--- config.mk ---
export PLATFORM = sky130hd
export DESIGN_NAME = isg_cmd_block
export DESIGN_NICKNAME = d
export VERILOG_FILES = /design/src/isg_cmd_block.v
export VERILOG_INCLUDE_DIRS = /design/src
export SDC_FILE = /design/constraint.sdc
export NUM_CORES = 1
export LEC_CHECK = 0
export BUFFER_PORTS_ARGS = -buffer_cell sky130_fd_sc_hd__buf_2
export CAP_MARGIN = 25
export CELL_PAD_IN_SITES_DETAIL_PLACEMENT = 1
export CELL_PAD_IN_SITES_GLOBAL_PLACEMENT = 1
export CORE_MARGIN = 2
export CORE_UTILIZATION = 27
export DETAILED_ROUTE_END_ITERATION = 12
export PLACE_DENSITY_LB_ADDON = 0.1
export SYNTH_ARGS = -nofsm -noshare
export SYNTH_HDL_FRONTEND = slang
export SYNTH_SLANG_ARGS = --single-unit
--- constraint.sdc ---
create_clock -name core_clk -period 8.5 [get_ports core_clk]
set_input_delay 2.125 -clock core_clk [delete_from_list [all_inputs] [get_ports core_clk]]
set_output_delay 2.125 -clock core_clk [all_outputs]
set_load 0.01 [all_outputs]
--- src/isg_defs.vh ---
// constants for the idle, standby timer and geometry command block
`ifndef ISG_DEFS_VH
`define ISG_DEFS_VH

// register offsets (byte addresses)
`define ISG_OFF_SECCNT 8'h00
`define ISG_OFF_DEVHEAD 8'h04
`define ISG_OFF_COMMAND 8'h08
`define ISG_OFF_ERROR 8'h0c
`define ISG_OFF_STATUS 8'h10
`define ISG_OFF_GEOMETRY 8'h14
`define ISG_OFF_TIMER 8'h18
`define ISG_OFF_IRQ_STATUS 8'h1c
`define ISG_OFF_IRQ_MASK 8'h20
`define ISG_OFF_DEFAULTS 8'h24
`define ISG_OFF_POWER 8'h28
`define ISG_OFF_ID_INDEX 8'h2c
`define ISG_OFF_ID_DATA 8'h30

// command codes
`define ISG_CMD_IDLE_A 8'he3
`define ISG_CMD_IDLE_B 8'h97
`define ISG_CMD_IDLE_IMM_A 8'he1
`define ISG_CMD_IDLE_IMM_B 8'h95
`define ISG_CMD_INIT_PARAMS 8'h91

// error and status bit positions
`define ISG_ERR_ABORT_BIT 2
`define ISG_ST_BSY_BIT 7
`define ISG_ST_RDY_BIT 6
`define ISG_ST_DSC_BIT 4
`define ISG_ST_ERR_BIT 0

// interrupt status bits
`define ISG_IRQ_DONE_BIT 0
`define ISG_IRQ_ABORT_BIT 1
`define ISG_IRQ_STANDBY_BIT 2
`define ISG_IRQ_WIDTH 3

// reset-defaults option codes
`define ISG_OPT_REVERT 8'hcc
`define ISG_OPT_KEEP 8'h66
`define ISG_RST_OPTION 8'h66

// geometry reset values and identify word numbers
`define ISG_DEF_SPT 8'h3f
`define ISG_DEF_HEADS_M1 4'hf
`define ISG_CUR_CYLS 16'h0fff
`define ISG_ID_WORD_CYLS 8'd54
`define ISG_ID_WORD_HEADS 8'd55
`define ISG_ID_WORD_SPT 8'd56
`define ISG_ID_WORD_CAP_LO 8'd57
`define ISG_ID_WORD_CAP_HI 8'd58

// timeout encodings, in seconds
`define ISG_TO_DISABLED 8'd0
`define ISG_TO_SHORT_MAX 8'd240
`define ISG_TO_LONG_MAX 8'd251
`define ISG_TO_21MIN 8'd252
`define ISG_TO_8H 8'd253
`define ISG_TO_ABORT 8'd254
`define ISG_TO_21MIN15 8'd255
`define ISG_STEP_SHORT_S 16'd5
`define ISG_STEP_LONG_S 16'd1800
`define ISG_LONG_BASE 16'd240
`define ISG_21MIN_S 16'd1260
`define ISG_8H_S 16'd28800
`define ISG_21MIN15_S 16'd1275

// core clock cycles in one second at 25 MHz
`define ISG_SEC_CYCLES 25'd25000000

`endif

--- src/isg_cmd_block.v ---
// idle, idle immediate and device geometry command handling with standby timer
`timescale 1ns/1ps
`include "isg_defs.vh"

module isg_cmd_block #(
  parameter [24:0] SEC_CYCLES = `ISG_SEC_CYCLES
) (
  input wire core_clk,
  input wire reset,
  input wire [7:0] bus_addr,
  input wire [31:0] bus_wdata,
  input wire bus_wr,
  input wire bus_rd,
  output reg [31:0] bus_rdata,
  input wire spindle_rotating,
  input wire soft_reset,
  output reg spin_up_req,
  output reg spin_down_req,
  output reg idle_mode,
  output reg standby_mode,
  output reg irq
);

  localparam ST_READY = 1'b0;
  localparam ST_EXEC = 1'b1;

  // task file written by the host
  reg [7:0] sector_count;
  reg [7:0] device_head;
  reg [7:0] command;
  reg state;
  reg busy;
  reg command_aborted_flag;
  reg err;

  // geometry
  reg [7:0] sectors_per_track;
  reg [3:0] heads_minus_one;
  reg [7:0] defaults_option;

  // standby timer
  reg [7:0] timeout_code;
  reg [15:0] interval_s;
  reg [15:0] remaining_s;
  reg [24:0] tick_count;
  reg sec_tick;

  // interrupts and identify access
  wire [`ISG_IRQ_WIDTH-1:0] irq_status;
  reg [`ISG_IRQ_WIDTH-1:0] irq_mask;
  reg [7:0] id_index;

  // two-flop synchronisers for pins: bit 0 spindle, bit 1 soft reset
  wire [1:0] pin_in = {soft_reset, spindle_rotating};
  wire [1:0] pin_sync;
  wire spin_sync = pin_sync[0];
  wire srst_sync = pin_sync[1];
  reg srst_prev;

  wire host_access = bus_wr | bus_rd;
  wire cmd_write = bus_wr && (bus_addr == `ISG_OFF_COMMAND);
  wire soft_reset_rise = srst_sync & ~srst_prev;

  // decode of the sector count timeout parameter into seconds
  function [15:0] decode_timeout;
    input [7:0] code;
    reg [15:0] wide;
    begin
      wide = {8'h00, code};
      if (code == `ISG_TO_DISABLED) begin
        decode_timeout = 16'h0000;
      end else if (code <= `ISG_TO_SHORT_MAX) begin
        decode_timeout = wide * `ISG_STEP_SHORT_S;
      end else if (code <= `ISG_TO_LONG_MAX) begin
        decode_timeout = (wide - `ISG_LONG_BASE) * `ISG_STEP_LONG_S;
      end else if (code == `ISG_TO_21MIN) begin
        decode_timeout = `ISG_21MIN_S;
      end else if (code == `ISG_TO_8H) begin
        decode_timeout = `ISG_8H_S;
      end else begin
        decode_timeout = `ISG_21MIN15_S;
      end
    end
  endfunction

  // pin synchronisers; only the second flop of each pair is read
  genvar p;
  generate
    for (p = 0; p < 2; p = p + 1) begin : gen_pin_sync
      reg meta;
      reg held;
      always @(posedge core_clk) begin
        if (reset) begin
          meta <= 1'b0;
          held <= 1'b0;
        end else begin
          meta <= pin_in[p];
          held <= meta;
        end
      end
      assign pin_sync[p] = held;
    end
  endgenerate

  // edge detector starts low, the idle level of the soft reset pin
  always @(posedge core_clk) begin
    if (reset) begin
      srst_prev <= 1'b0;
    end else begin
      srst_prev <= srst_sync;
    end
  end

  // one-second tick from the core clock
  // free running, so the first second after a load may be short
  always @(posedge core_clk) begin
    if (reset) begin
      tick_count <= 25'h0000000;
      sec_tick <= 1'b0;
    end else if (tick_count == SEC_CYCLES - 25'h0000001) begin
      tick_count <= 25'h0000000;
      sec_tick <= 1'b1;
    end else begin
      tick_count <= tick_count + 25'h0000001;
      sec_tick <= 1'b0;
    end
  end

  // task file writes and the command engine
  wire is_idle = (command == `ISG_CMD_IDLE_A) || (command == `ISG_CMD_IDLE_B);
  wire is_idle_imm = (command == `ISG_CMD_IDLE_IMM_A) || (command == `ISG_CMD_IDLE_IMM_B);
  wire is_init = (command == `ISG_CMD_INIT_PARAMS);
  wire bad_timeout = is_idle && (sector_count == `ISG_TO_ABORT);
  wire cmd_reject = bad_timeout || !(is_idle || is_idle_imm || is_init);
  wire exec_now = (state == ST_EXEC);
  wire enter_idle = exec_now && !cmd_reject && (is_idle || is_idle_imm);
  wire load_timer = exec_now && !cmd_reject && is_idle;
  wire standby_armed = idle_mode && (interval_s != 16'h0000);
  wire timer_expire = standby_armed && sec_tick && (remaining_s == 16'h0001) && !host_access;
  // a strobe on the last tick still restarts the full interval
  wire timer_reload = standby_armed && host_access;
  wire timer_step = standby_armed && sec_tick && (remaining_s != 16'h0000);

  always @(posedge core_clk) begin
    if (reset) begin
      sector_count <= 8'h00;
      device_head <= 8'h00;
      command <= 8'h00;
      state <= ST_READY;
      busy <= 1'b0;
      command_aborted_flag <= 1'b0;
      err <= 1'b0;
    end else begin
      if (bus_wr && bus_addr == `ISG_OFF_SECCNT && !busy) begin
        sector_count <= bus_wdata[7:0];
      end
      if (bus_wr && bus_addr == `ISG_OFF_DEVHEAD && !busy) begin
        device_head <= bus_wdata[7:0];
      end
      case (state)
        ST_READY: begin
          // a command written while busy is ignored; the host waits on bsy
          if (cmd_write) begin
            command <= bus_wdata[7:0];
            busy <= 1'b1;
            command_aborted_flag <= 1'b0;
            err <= 1'b0;
            state <= ST_EXEC;
          end
        end
        ST_EXEC: begin
          busy <= 1'b0;
          command_aborted_flag <= cmd_reject;
          err <= cmd_reject;
          state <= ST_READY;
        end
        default: begin
          state <= ST_READY;
        end
      endcase
    end
  end

  // geometry, kept across soft reset unless the revert option is chosen
  always @(posedge core_clk) begin
    if (reset) begin
      sectors_per_track <= `ISG_DEF_SPT;
      heads_minus_one <= `ISG_DEF_HEADS_M1;
      defaults_option <= `ISG_RST_OPTION;
    end else begin
      if (bus_wr && bus_addr == `ISG_OFF_DEFAULTS) begin
        defaults_option <= bus_wdata[7:0];
      end
      if (exec_now && is_init) begin
        sectors_per_track <= sector_count;
        heads_minus_one <= device_head[3:0];
      end else if (soft_reset_rise && defaults_option == `ISG_OPT_REVERT) begin
        sectors_per_track <= `ISG_DEF_SPT;
        heads_minus_one <= `ISG_DEF_HEADS_M1;
      end
    end
  end

  // power modes and the standby timer
  always @(posedge core_clk) begin
    if (reset) begin
      timeout_code <= 8'h00;
      interval_s <= 16'h0000;
      remaining_s <= 16'h0000;
      idle_mode <= 1'b1;
      standby_mode <= 1'b0;
      spin_up_req <= 1'b0;
      spin_down_req <= 1'b0;
    end else begin
      if (load_timer) begin
        timeout_code <= sector_count;
        interval_s <= decode_timeout(sector_count);
        remaining_s <= decode_timeout(sector_count);
      end else if (enter_idle) begin
        remaining_s <= interval_s;
      end else if (timer_reload) begin
        remaining_s <= interval_s;
      end else if (timer_step) begin
        remaining_s <= remaining_s - 16'h0001;
      end
      if (enter_idle) begin
        idle_mode <= 1'b1;
        standby_mode <= 1'b0;
        spin_down_req <= 1'b0;
        spin_up_req <= !spin_sync;
      end else if (timer_expire) begin
        idle_mode <= 1'b0;
        standby_mode <= 1'b1;
        spin_down_req <= 1'b1;
        spin_up_req <= 1'b0;
      end else if (spin_sync) begin
        // request drops once the spindle reports speed
        spin_up_req <= 1'b0;
      end
    end
  end

  // interrupt status: hardware set wins over software clear
  wire [`ISG_IRQ_WIDTH-1:0] irq_events;
  wire [`ISG_IRQ_WIDTH-1:0] irq_clear;
  assign irq_events[`ISG_IRQ_DONE_BIT] = exec_now;
  assign irq_events[`ISG_IRQ_ABORT_BIT] = exec_now && cmd_reject;
  assign irq_events[`ISG_IRQ_STANDBY_BIT] = timer_expire;
  assign irq_clear = (bus_wr && bus_addr == `ISG_OFF_IRQ_STATUS) ?
                     bus_wdata[`ISG_IRQ_WIDTH-1:0] : {`ISG_IRQ_WIDTH{1'b0}};

  // one sticky bit per event
  genvar g;
  generate
    for (g = 0; g < `ISG_IRQ_WIDTH; g = g + 1) begin : gen_irq_bit
      reg sticky;
      always @(posedge core_clk) begin
        if (reset) begin
          sticky <= 1'b0;
        end else if (irq_events[g]) begin
          sticky <= 1'b1;
        end else if (irq_clear[g]) begin
          sticky <= 1'b0;
        end
      end
      assign irq_status[g] = sticky;
    end
  endgenerate

  always @(posedge core_clk) begin
    if (reset) begin
      irq_mask <= {`ISG_IRQ_WIDTH{1'b0}};
      irq <= 1'b0;
      id_index <= 8'h00;
    end else begin
      if (bus_wr && bus_addr == `ISG_OFF_IRQ_MASK) begin
        irq_mask <= bus_wdata[`ISG_IRQ_WIDTH-1:0];
      end
      if (bus_wr && bus_addr == `ISG_OFF_ID_INDEX) begin
        id_index <= bus_wdata[7:0];
      end
      // one cycle behind the status bits so the output stays a flop
      irq <= |(irq_status & irq_mask);
    end
  end

  // identify words built from the stored geometry
  // at most fffh x 16 x 255, so the 32-bit product never wraps
  wire [31:0] capacity = {16'h0000, `ISG_CUR_CYLS} *
                         {24'h000000, 4'h0, heads_minus_one} +
                         {16'h0000, `ISG_CUR_CYLS} *
                         32'h00000001;
  wire [31:0] capacity_sectors;
  assign capacity_sectors = capacity * {24'h000000, sectors_per_track};
  reg [15:0] id_word;

  always @* begin
    id_word = 16'h0000;
    if (id_index == `ISG_ID_WORD_CYLS) begin
      id_word = `ISG_CUR_CYLS;
    end else if (id_index == `ISG_ID_WORD_HEADS) begin
      id_word = {11'h000, {1'b0, heads_minus_one} + 5'h01};
    end else if (id_index == `ISG_ID_WORD_SPT) begin
      id_word = {8'h00, sectors_per_track};
    end else if (id_index == `ISG_ID_WORD_CAP_LO) begin
      id_word = capacity_sectors[15:0];
    end else if (id_index == `ISG_ID_WORD_CAP_HI) begin
      id_word = capacity_sectors[31:16];
    end
  end

  // read data, valid in the cycle after the strobe; unmapped reads zero
  reg [31:0] next_rdata;
  wire [7:0] status_byte = {busy, !busy, 1'b0, spin_sync, 1'b0, 1'b0, 1'b0, err};

  always @* begin
    next_rdata = 32'h00000000;
    if (bus_addr == `ISG_OFF_SECCNT) begin
      next_rdata = {24'h000000, sector_count};
    end else if (bus_addr == `ISG_OFF_DEVHEAD) begin
      next_rdata = {24'h000000, device_head};
    end else if (bus_addr == `ISG_OFF_COMMAND) begin
      next_rdata = {24'h000000, command};
    end else if (bus_addr == `ISG_OFF_ERROR) begin
      next_rdata = {29'h00000000, command_aborted_flag, 2'b00};
    end else if (bus_addr == `ISG_OFF_STATUS) begin
      next_rdata = {24'h000000, status_byte};
    end else if (bus_addr == `ISG_OFF_GEOMETRY) begin
      next_rdata = {20'h00000, heads_minus_one, sectors_per_track};
    end else if (bus_addr == `ISG_OFF_TIMER) begin
      next_rdata = {remaining_s, 8'h00, timeout_code};
    end else if (bus_addr == `ISG_OFF_IRQ_STATUS) begin
      next_rdata = {29'h00000000, irq_status};
    end else if (bus_addr == `ISG_OFF_IRQ_MASK) begin
      next_rdata = {29'h00000000, irq_mask};
    end else if (bus_addr == `ISG_OFF_DEFAULTS) begin
      next_rdata = {24'h000000, defaults_option};
    end else if (bus_addr == `ISG_OFF_POWER) begin
      next_rdata = {28'h0000000, spin_down_req, spin_up_req, standby_mode, idle_mode};
    end else if (bus_addr == `ISG_OFF_ID_INDEX) begin
      next_rdata = {24'h000000, id_index};
    end else if (bus_addr == `ISG_OFF_ID_DATA) begin
      next_rdata = {16'h0000, id_word};
    end
  end

  always @(posedge core_clk) begin
    if (reset) begin
      bus_rdata <= 32'h00000000;
    end else if (bus_rd) begin
      bus_rdata <= next_rdata;
    end else begin
      bus_rdata <= 32'h00000000;
    end
  end

endmodule

After elaboration in Yosys (flattened, before gate mapping)
Index checks and enable logic that the tools add are counted.
Cells by class
  add/sub/neg operators: 5
  multiply operators: 4
  magnitude comparators: 2
  equal/unequal tests: 29
  mux-type cells: 48
  bitwise gates (word level): 7
  reductions and logical operators: 50
Operators with widths (count)
  two-way mux 16 bit: 17
  equality test 8 x 6 -> 1 bit (second input constant): 10
  equality test 8 bit (second input constant): 9
  two-way mux 8 bit: 7
  equality test 8 x 5 -> 1 bit (second input constant): 4
  two-way mux 32 bit: 1
  nonzero test 16 bit: 2
  two-way mux 15 bit: 2
  adder 25 x 1 -> 25 bit (second input constant): 1
  equality test 25 bit (second input constant): 1
  multiplier 17 x 8 -> 25 bit: 1
  logical AND 1 bit: 22
  OR reduction 18 bit: 1
  adder 16 x 12 -> 17 bit (second input constant): 1
  equality test 16 x 1 -> 1 bit (second input constant): 1
  equality test 8 x 4 -> 1 bit (second input constant): 2
  <= comparator 8 bit (second input constant): 2
  logical NOT 8 bit: 2
  multiplier 12 x 4 -> 16 bit (first input constant): 1
  multiplier 16 x 8 -> 13 bit (second input constant): 1
  subtractor 16 x 1 -> 16 bit (second input constant): 1
  two-way mux 1 bit: 13
  two-way mux 12 bit: 1
  multiplier 8 x 3 -> 11 bit (second input constant): 1
  other kinds (22): 41
Storage, ports and cells
  register bits after elaboration: 168
  output and inout port bits: 37

Logic depth before layout (Yosys ltp)
  word-level depth: 21
  mapped depth: 34

Worst setup path after synthesis
Ideal clock, no wire load.
  kind: flip-flop to flip-flop
  start point: register heads_minus_one[2]
  end point: register bus_rdata[5]
  library setup time: 0.058 ns
  data arrival time: 7.702 ns
  data required time: 8.442 ns
  slack: 0.740 ns
  stages on the path, launching flop included: 32
  period minus slack after synthesis: 7.760 ns
  cell sequence: dfxtp_1 > clkbuf_1 > inv_1 > ha_1 > xnor2_1 > xnor2_1 > fa_1 > inv_1 > ha_1 > a21oi_1 > nor2b_1 > o31ai_1 > nand2_1 > a2111oi_0 > nor3_1 > xor2_1 > and2_1 > fa_1 > fa_1 > fa_1 > inv_1 > fa_1 > inv_1 > ha_1 > nand3_1 > a211o_1 > a41oi_1 > a31o_2 > xor2_1 > a21oi_1 > o21ai_0 > o21a_1
Between the ends
  word-level cells in the longest chain between the ends: 21
RTL lines
  start, declared: RTL line isg_cmd_block.v:38  | reg [3:0] heads_minus_one;
  start signal, assigned: RTL line isg_cmd_block.v:188  | heads_minus_one <= `ISG_DEF_HEADS_M1;
  start signal, assigned: RTL line isg_cmd_block.v:196  | heads_minus_one <= device_head[3:0];
  start signal, assigned: RTL line isg_cmd_block.v:199  | heads_minus_one <= `ISG_DEF_HEADS_M1;
  multiplier 12 x 4 -> 16 bit (*): RTL line isg_cmd_block.v:289  | wire [31:0] capacity = {16'h0000, `ISG_CUR_CYLS} *
  adder 16 x 12 -> 17 bit (*): RTL line isg_cmd_block.v:289
  multiplier 17 x 8 -> 25 bit (*): RTL line isg_cmd_block.v:294  | assign capacity_sectors = capacity * {24'h000000, sectors_per_track};
  two-way mux 9 bit: RTL line isg_cmd_block.v:307  | end else if (id_index == `ISG_ID_WORD_CAP_HI) begin
  two-way mux 16 bit (*): RTL line isg_cmd_block.v:305  | end else if (id_index == `ISG_ID_WORD_CAP_LO) begin
  two-way mux 16 bit (*): RTL line isg_cmd_block.v:303  | end else if (id_index == `ISG_ID_WORD_SPT) begin
  two-way mux 16 bit (*): RTL line isg_cmd_block.v:301  | end else if (id_index == `ISG_ID_WORD_HEADS) begin
  two-way mux 16 bit (*): RTL line isg_cmd_block.v:299  | if (id_index == `ISG_ID_WORD_CYLS) begin
  [... 5 more ...]
  two-way mux 16 bit (*): RTL line isg_cmd_block.v:332  | end else if (bus_addr == `ISG_OFF_IRQ_STATUS) begin
  two-way mux 32 bit (*): RTL line isg_cmd_block.v:330  | end else if (bus_addr == `ISG_OFF_TIMER) begin
  two-way mux 12 bit (*): RTL line isg_cmd_block.v:328  | end else if (bus_addr == `ISG_OFF_GEOMETRY) begin
  two-way mux 8 bit (*): RTL line isg_cmd_block.v:326  | end else if (bus_addr == `ISG_OFF_STATUS) begin
  two-way mux 8 bit (*): RTL line isg_cmd_block.v:324  | end else if (bus_addr == `ISG_OFF_ERROR) begin
  two-way mux 8 bit (*): RTL line isg_cmd_block.v:322  | end else if (bus_addr == `ISG_OFF_COMMAND) begin
  two-way mux 8 bit (*): RTL line isg_cmd_block.v:320  | end else if (bus_addr == `ISG_OFF_DEVHEAD) begin
  two-way mux 8 bit (*): RTL line isg_cmd_block.v:318  | if (bus_addr == `ISG_OFF_SECCNT) begin
  end signal, assigned: RTL line isg_cmd_block.v:351  | bus_rdata <= next_rdata;
  end, declared: RTL line isg_cmd_block.v:14  | output reg [31:0] bus_rdata,
Mark *: on every way between the ends. The rest lies on a longest branch, timed or not.
A chain may end at the register's enable or synchronous reset.

Worst setup path in the final report
  start point: register heads_minus_one[2]
  end point: register bus_rdata[0]
Between the ends
  word-level cells in the longest chain between the ends: 21
RTL lines (RTL line)
  multiplier 12 x 4 -> 16 bit: isg_cmd_block.v:289
  adder 16 x 12 -> 17 bit: isg_cmd_block.v:289
  multiplier 17 x 8 -> 25 bit: isg_cmd_block.v:294
  two-way mux 9 bit: isg_cmd_block.v:307
  two-way mux 16 bit: isg_cmd_block.v:305
  two-way mux 16 bit: isg_cmd_block.v:303
  two-way mux 16 bit: isg_cmd_block.v:301
  two-way mux 16 bit: isg_cmd_block.v:299
  [... 5 more ...]
  two-way mux 16 bit: isg_cmd_block.v:332
  two-way mux 32 bit: isg_cmd_block.v:330
  two-way mux 12 bit: isg_cmd_block.v:328
  two-way mux 8 bit: isg_cmd_block.v:326
  two-way mux 8 bit: isg_cmd_block.v:324
  two-way mux 8 bit: isg_cmd_block.v:322
  two-way mux 8 bit: isg_cmd_block.v:320
  two-way mux 8 bit: isg_cmd_block.v:318
No other way between the ends.

==> impl_metrics.tcl <==
set metrics [dict create \
    drcViolationCount 0 \
    synth_area_leader_cell "dfxtp_1" \
    cts_tree "done" \
    utilization_pct 30.8 \
    grt_pass1_vias 12877 \
    die_w_um 232 \
    synthFlopType "dfxtp_1" \
    grt_usage_pct 19.0 \
    worst_r2r_path_depth 32 \
    ir_drop_mv 0.157 \
    synth_top_cell_area_share_pct 24.0 \
    syn_area_um2 14000 \
    r2r_end "bus_rdata[0]" \
    clkTransAtPathRegs_ns 0.07 \
    worstPathArrival_ns 8.49 \
    min_path_type "reg2reg" \
    grt_max_degree 64 \
    seq_area_frac_synth_pct 24.0 \
    critPathMaxStageDelay_ns 0.56 \
    clock_skew_ns 0.0111 \
    synth-edff-count 0 \
    cp-end-kind "flip-flop" \
    cts_sinks 168 \
    fillerInstances 6133 \
    cp_slowest_cell "fa_1" \
    leakage_nw 6.77 \
    wl_per_cell_um 20.1 \
    avgSynthCellArea_um2 8.31 \
    synth_area_leaders "dfxtp_1 (24%), fa_1 (15%), ha_1 (9.8%), and2_1 (4.5%), inv_1 (4.3%)" \
    yosys-top-cells-count "dfxtp_1 (168), inv_1 (162), nor2_1 (160), nand2_1 (146), ha_1 (110)" \
    required_ns 8.92 \
    portBuffers 58 \
    status "finished, final reports clean" \
    fp.dieH_um 232 \
    layout_min_cycle_time_ns 8.07 \
    cp_num_buf_inv 7 \
    grt_antenna_before_repair 2 \
    vias 12011 \
    row_count 83 \
    holdPathStages 1 \
    synth-seq-cells 168 \
    min_to "gen_pin_sync[1].held" \
    crit_fanout 8 \
    cts.path.max_buffers 2 \
    path_class "reg2reg" \
    pin_count 83 \
    cts_max_level 4 \
    cp-start-kind "flip-flop" \
    report.final.slew_viol_count 0 \
    clkLatencyLatePin_ns 0.47 \
    dpl.hpwl_um 37900 \
    ys_warn_count 0 \
    relSlewSlack_pct 28.4 \
    die_area_um2 53700 \
    synth_most_common_cell "dfxtp_1" \
    rsz0062_at_grt "true" \
    fin_nets 1987 \
    synth_nets 1945 \
    drtIter0Drc 736 \
    drv_cap 0 \
    ys_async_sr_fraction_pct 0 \
    hold_buffers 0 \
    core_um2 51300 \
    total_power_mw 1.69 \
    grt_pass1_wl_um 77500 \
    hp-start "gen_pin_sync[1].meta" \
    cp_top_family "adder cells" \
    ant_nets 0 \
    drive_gt1_share_pct 9.32 \
    r2r_setup_slack_ns 0.43 \
    p_per_area_nw_per_um2 107 \
    first_pass_iters 6 \
    postCtsSetupRepairBufs 0 \
    report.final.hold_viol_count 0 \
    place.gp.congestion 0.872 \
    overflow 0 \
    area_delta_synth_final_pct 12.9 \
    synth_cell_type_count 80 \
    worst_pin_slew_ns 1.07 \
    cts_root_buf "clkbuf_16" \
    fin_crit_sh_pct 94.9 \
    setup_viol 0 \
    fmax_mhz 124 \
    netlist_instances 1684 \
    floorplan.initialDensity_pct 27.3 \
    reg2reg_from "heads_minus_one[2]" \
    via_per_inst 4.96 \
    cts_buffers 17 \
    wl_um 48700 \
]
worst max path at each step:
| stage | start | endpoint | slack [ns] | cells past startpoint |
|---|---|---|---|---|
| 2_1_floorplan | heads_minus_one[2] | bus_rdata[5] | 0.74 | 31 |
| 3_3_place_gp | heads_minus_one[2] | bus_rdata[0] | 0.13 | 30 |
| 3_5_place_dp | heads_minus_one[2] | bus_rdata[0] | 0.06 | 30 |
| 4_1_cts | heads_minus_one[2] | bus_rdata[0] | 0.04 | 30 |
| 5_1_grt | heads_minus_one[2] | bus_rdata[8] | -0.008 | 32 |
| 6_report | heads_minus_one[2] | bus_rdata[0] | 0.43 | 32 |
layout make-up:
cell class	instances	area [µm²]	area share, %
multi-input combinational	1279	9760	61.8
inverter	162	608	3.85
sequential	168	3360	21.3
antenna	3	7.51	0.0475
clock buffer	17	425	2.69
tap	680	851	5.39
timing repair buffer	98	593	3.75
clock inverter	15	188	1.19
cell families after synthesis:
kind of cell	after synthesis	synth area share, %
AO/OA/AOI/OAI	307	14.2
XOR/XNOR	84	5.26
adder cells (fa/ha/maj)	216	24.9
buffers and inverters	237	6.50
flip-flops	168	24.0
multiplexers	26	1.86
AND/OR/NAND/NOR	646	23.2
cell usage in the layout, fill, tap and decap left out, types with 37 or more instances in the layout:
cell type,netlist,routed
nand2_1,146,146
o21ai_0,47,47
a21oi_1,108,106
and2_1,100,100
ha_1,110,110
fa_1,105,105
dfxtp_1,168,168
nor2_1,160,159
inv_1,162,162
buf_4,1,40
xnor2_1,46,46
nor2b_1,37,37
xor2_1,38,38
nand3_1,69,69
buf_2,1,57
power by group:
group	internal (mW)	total [mW]	switching, mW
sequential	0.789	0.792	0.00243
combinational	0.0141	0.0539	0.0399
clock	0.468	0.844	0.376
metal layers:
| metal | up-vias | GRT usage [%] | part of all wire, % |
|---|---|---|---|
| li1 | 5769 | - | - |
| met1 | 6085 | 25.1 | 47 |
| met2 | 127 | 32.5 | 49 |
| met3 | 30 | 2.71 | 2.6 |
| met4 | 0 | 4.35 | 1.4 |
| met5 | - | 0 | 0 |
timing repair:
action	4_1_cts	5_1_grt
endpoints found under the setup margin	0	9
gates resized for setup	0	10
hold endpoints to repair	0	0
flip-flops by register name (all words and copies together) (netlist names), 2 cells and up:
| signal | flops |
|---|---|
| irq_mask | 3 |
| heads_minus_one | 4 |
| device_head | 8 |
| sector_count | 8 |
| gen_irq_bit.sticky | 3 |
| gen_pin_sync.held | 2 |
| remaining_s | 16 |
| tick_count | 25 |
| sectors_per_track | 8 |
| timeout_code | 8 |
| interval_s | 16 |
| id_index | 8 |
| defaults_option | 8 |
| bus_rdata | 32 |
| command | 8 |
| gen_pin_sync.meta | 2 |
metrics by stage:
step	worst slack (ns)	cells	area [µm²]	TNS, ns	hold WS, ns
finish	0.433	2422	15800	0	0.437
global placement	0.125	2386	15100	0	0.428
CTS	0.0390	2418	15700	0	0.443
floorplan	0.740	1684	14000	0	0.402
detailed placement	0.0646	2386	15100	0	0.429
global route	-0.00773	2419	15800	-0.00773	0.474
(Power assumes the default switching activity.)
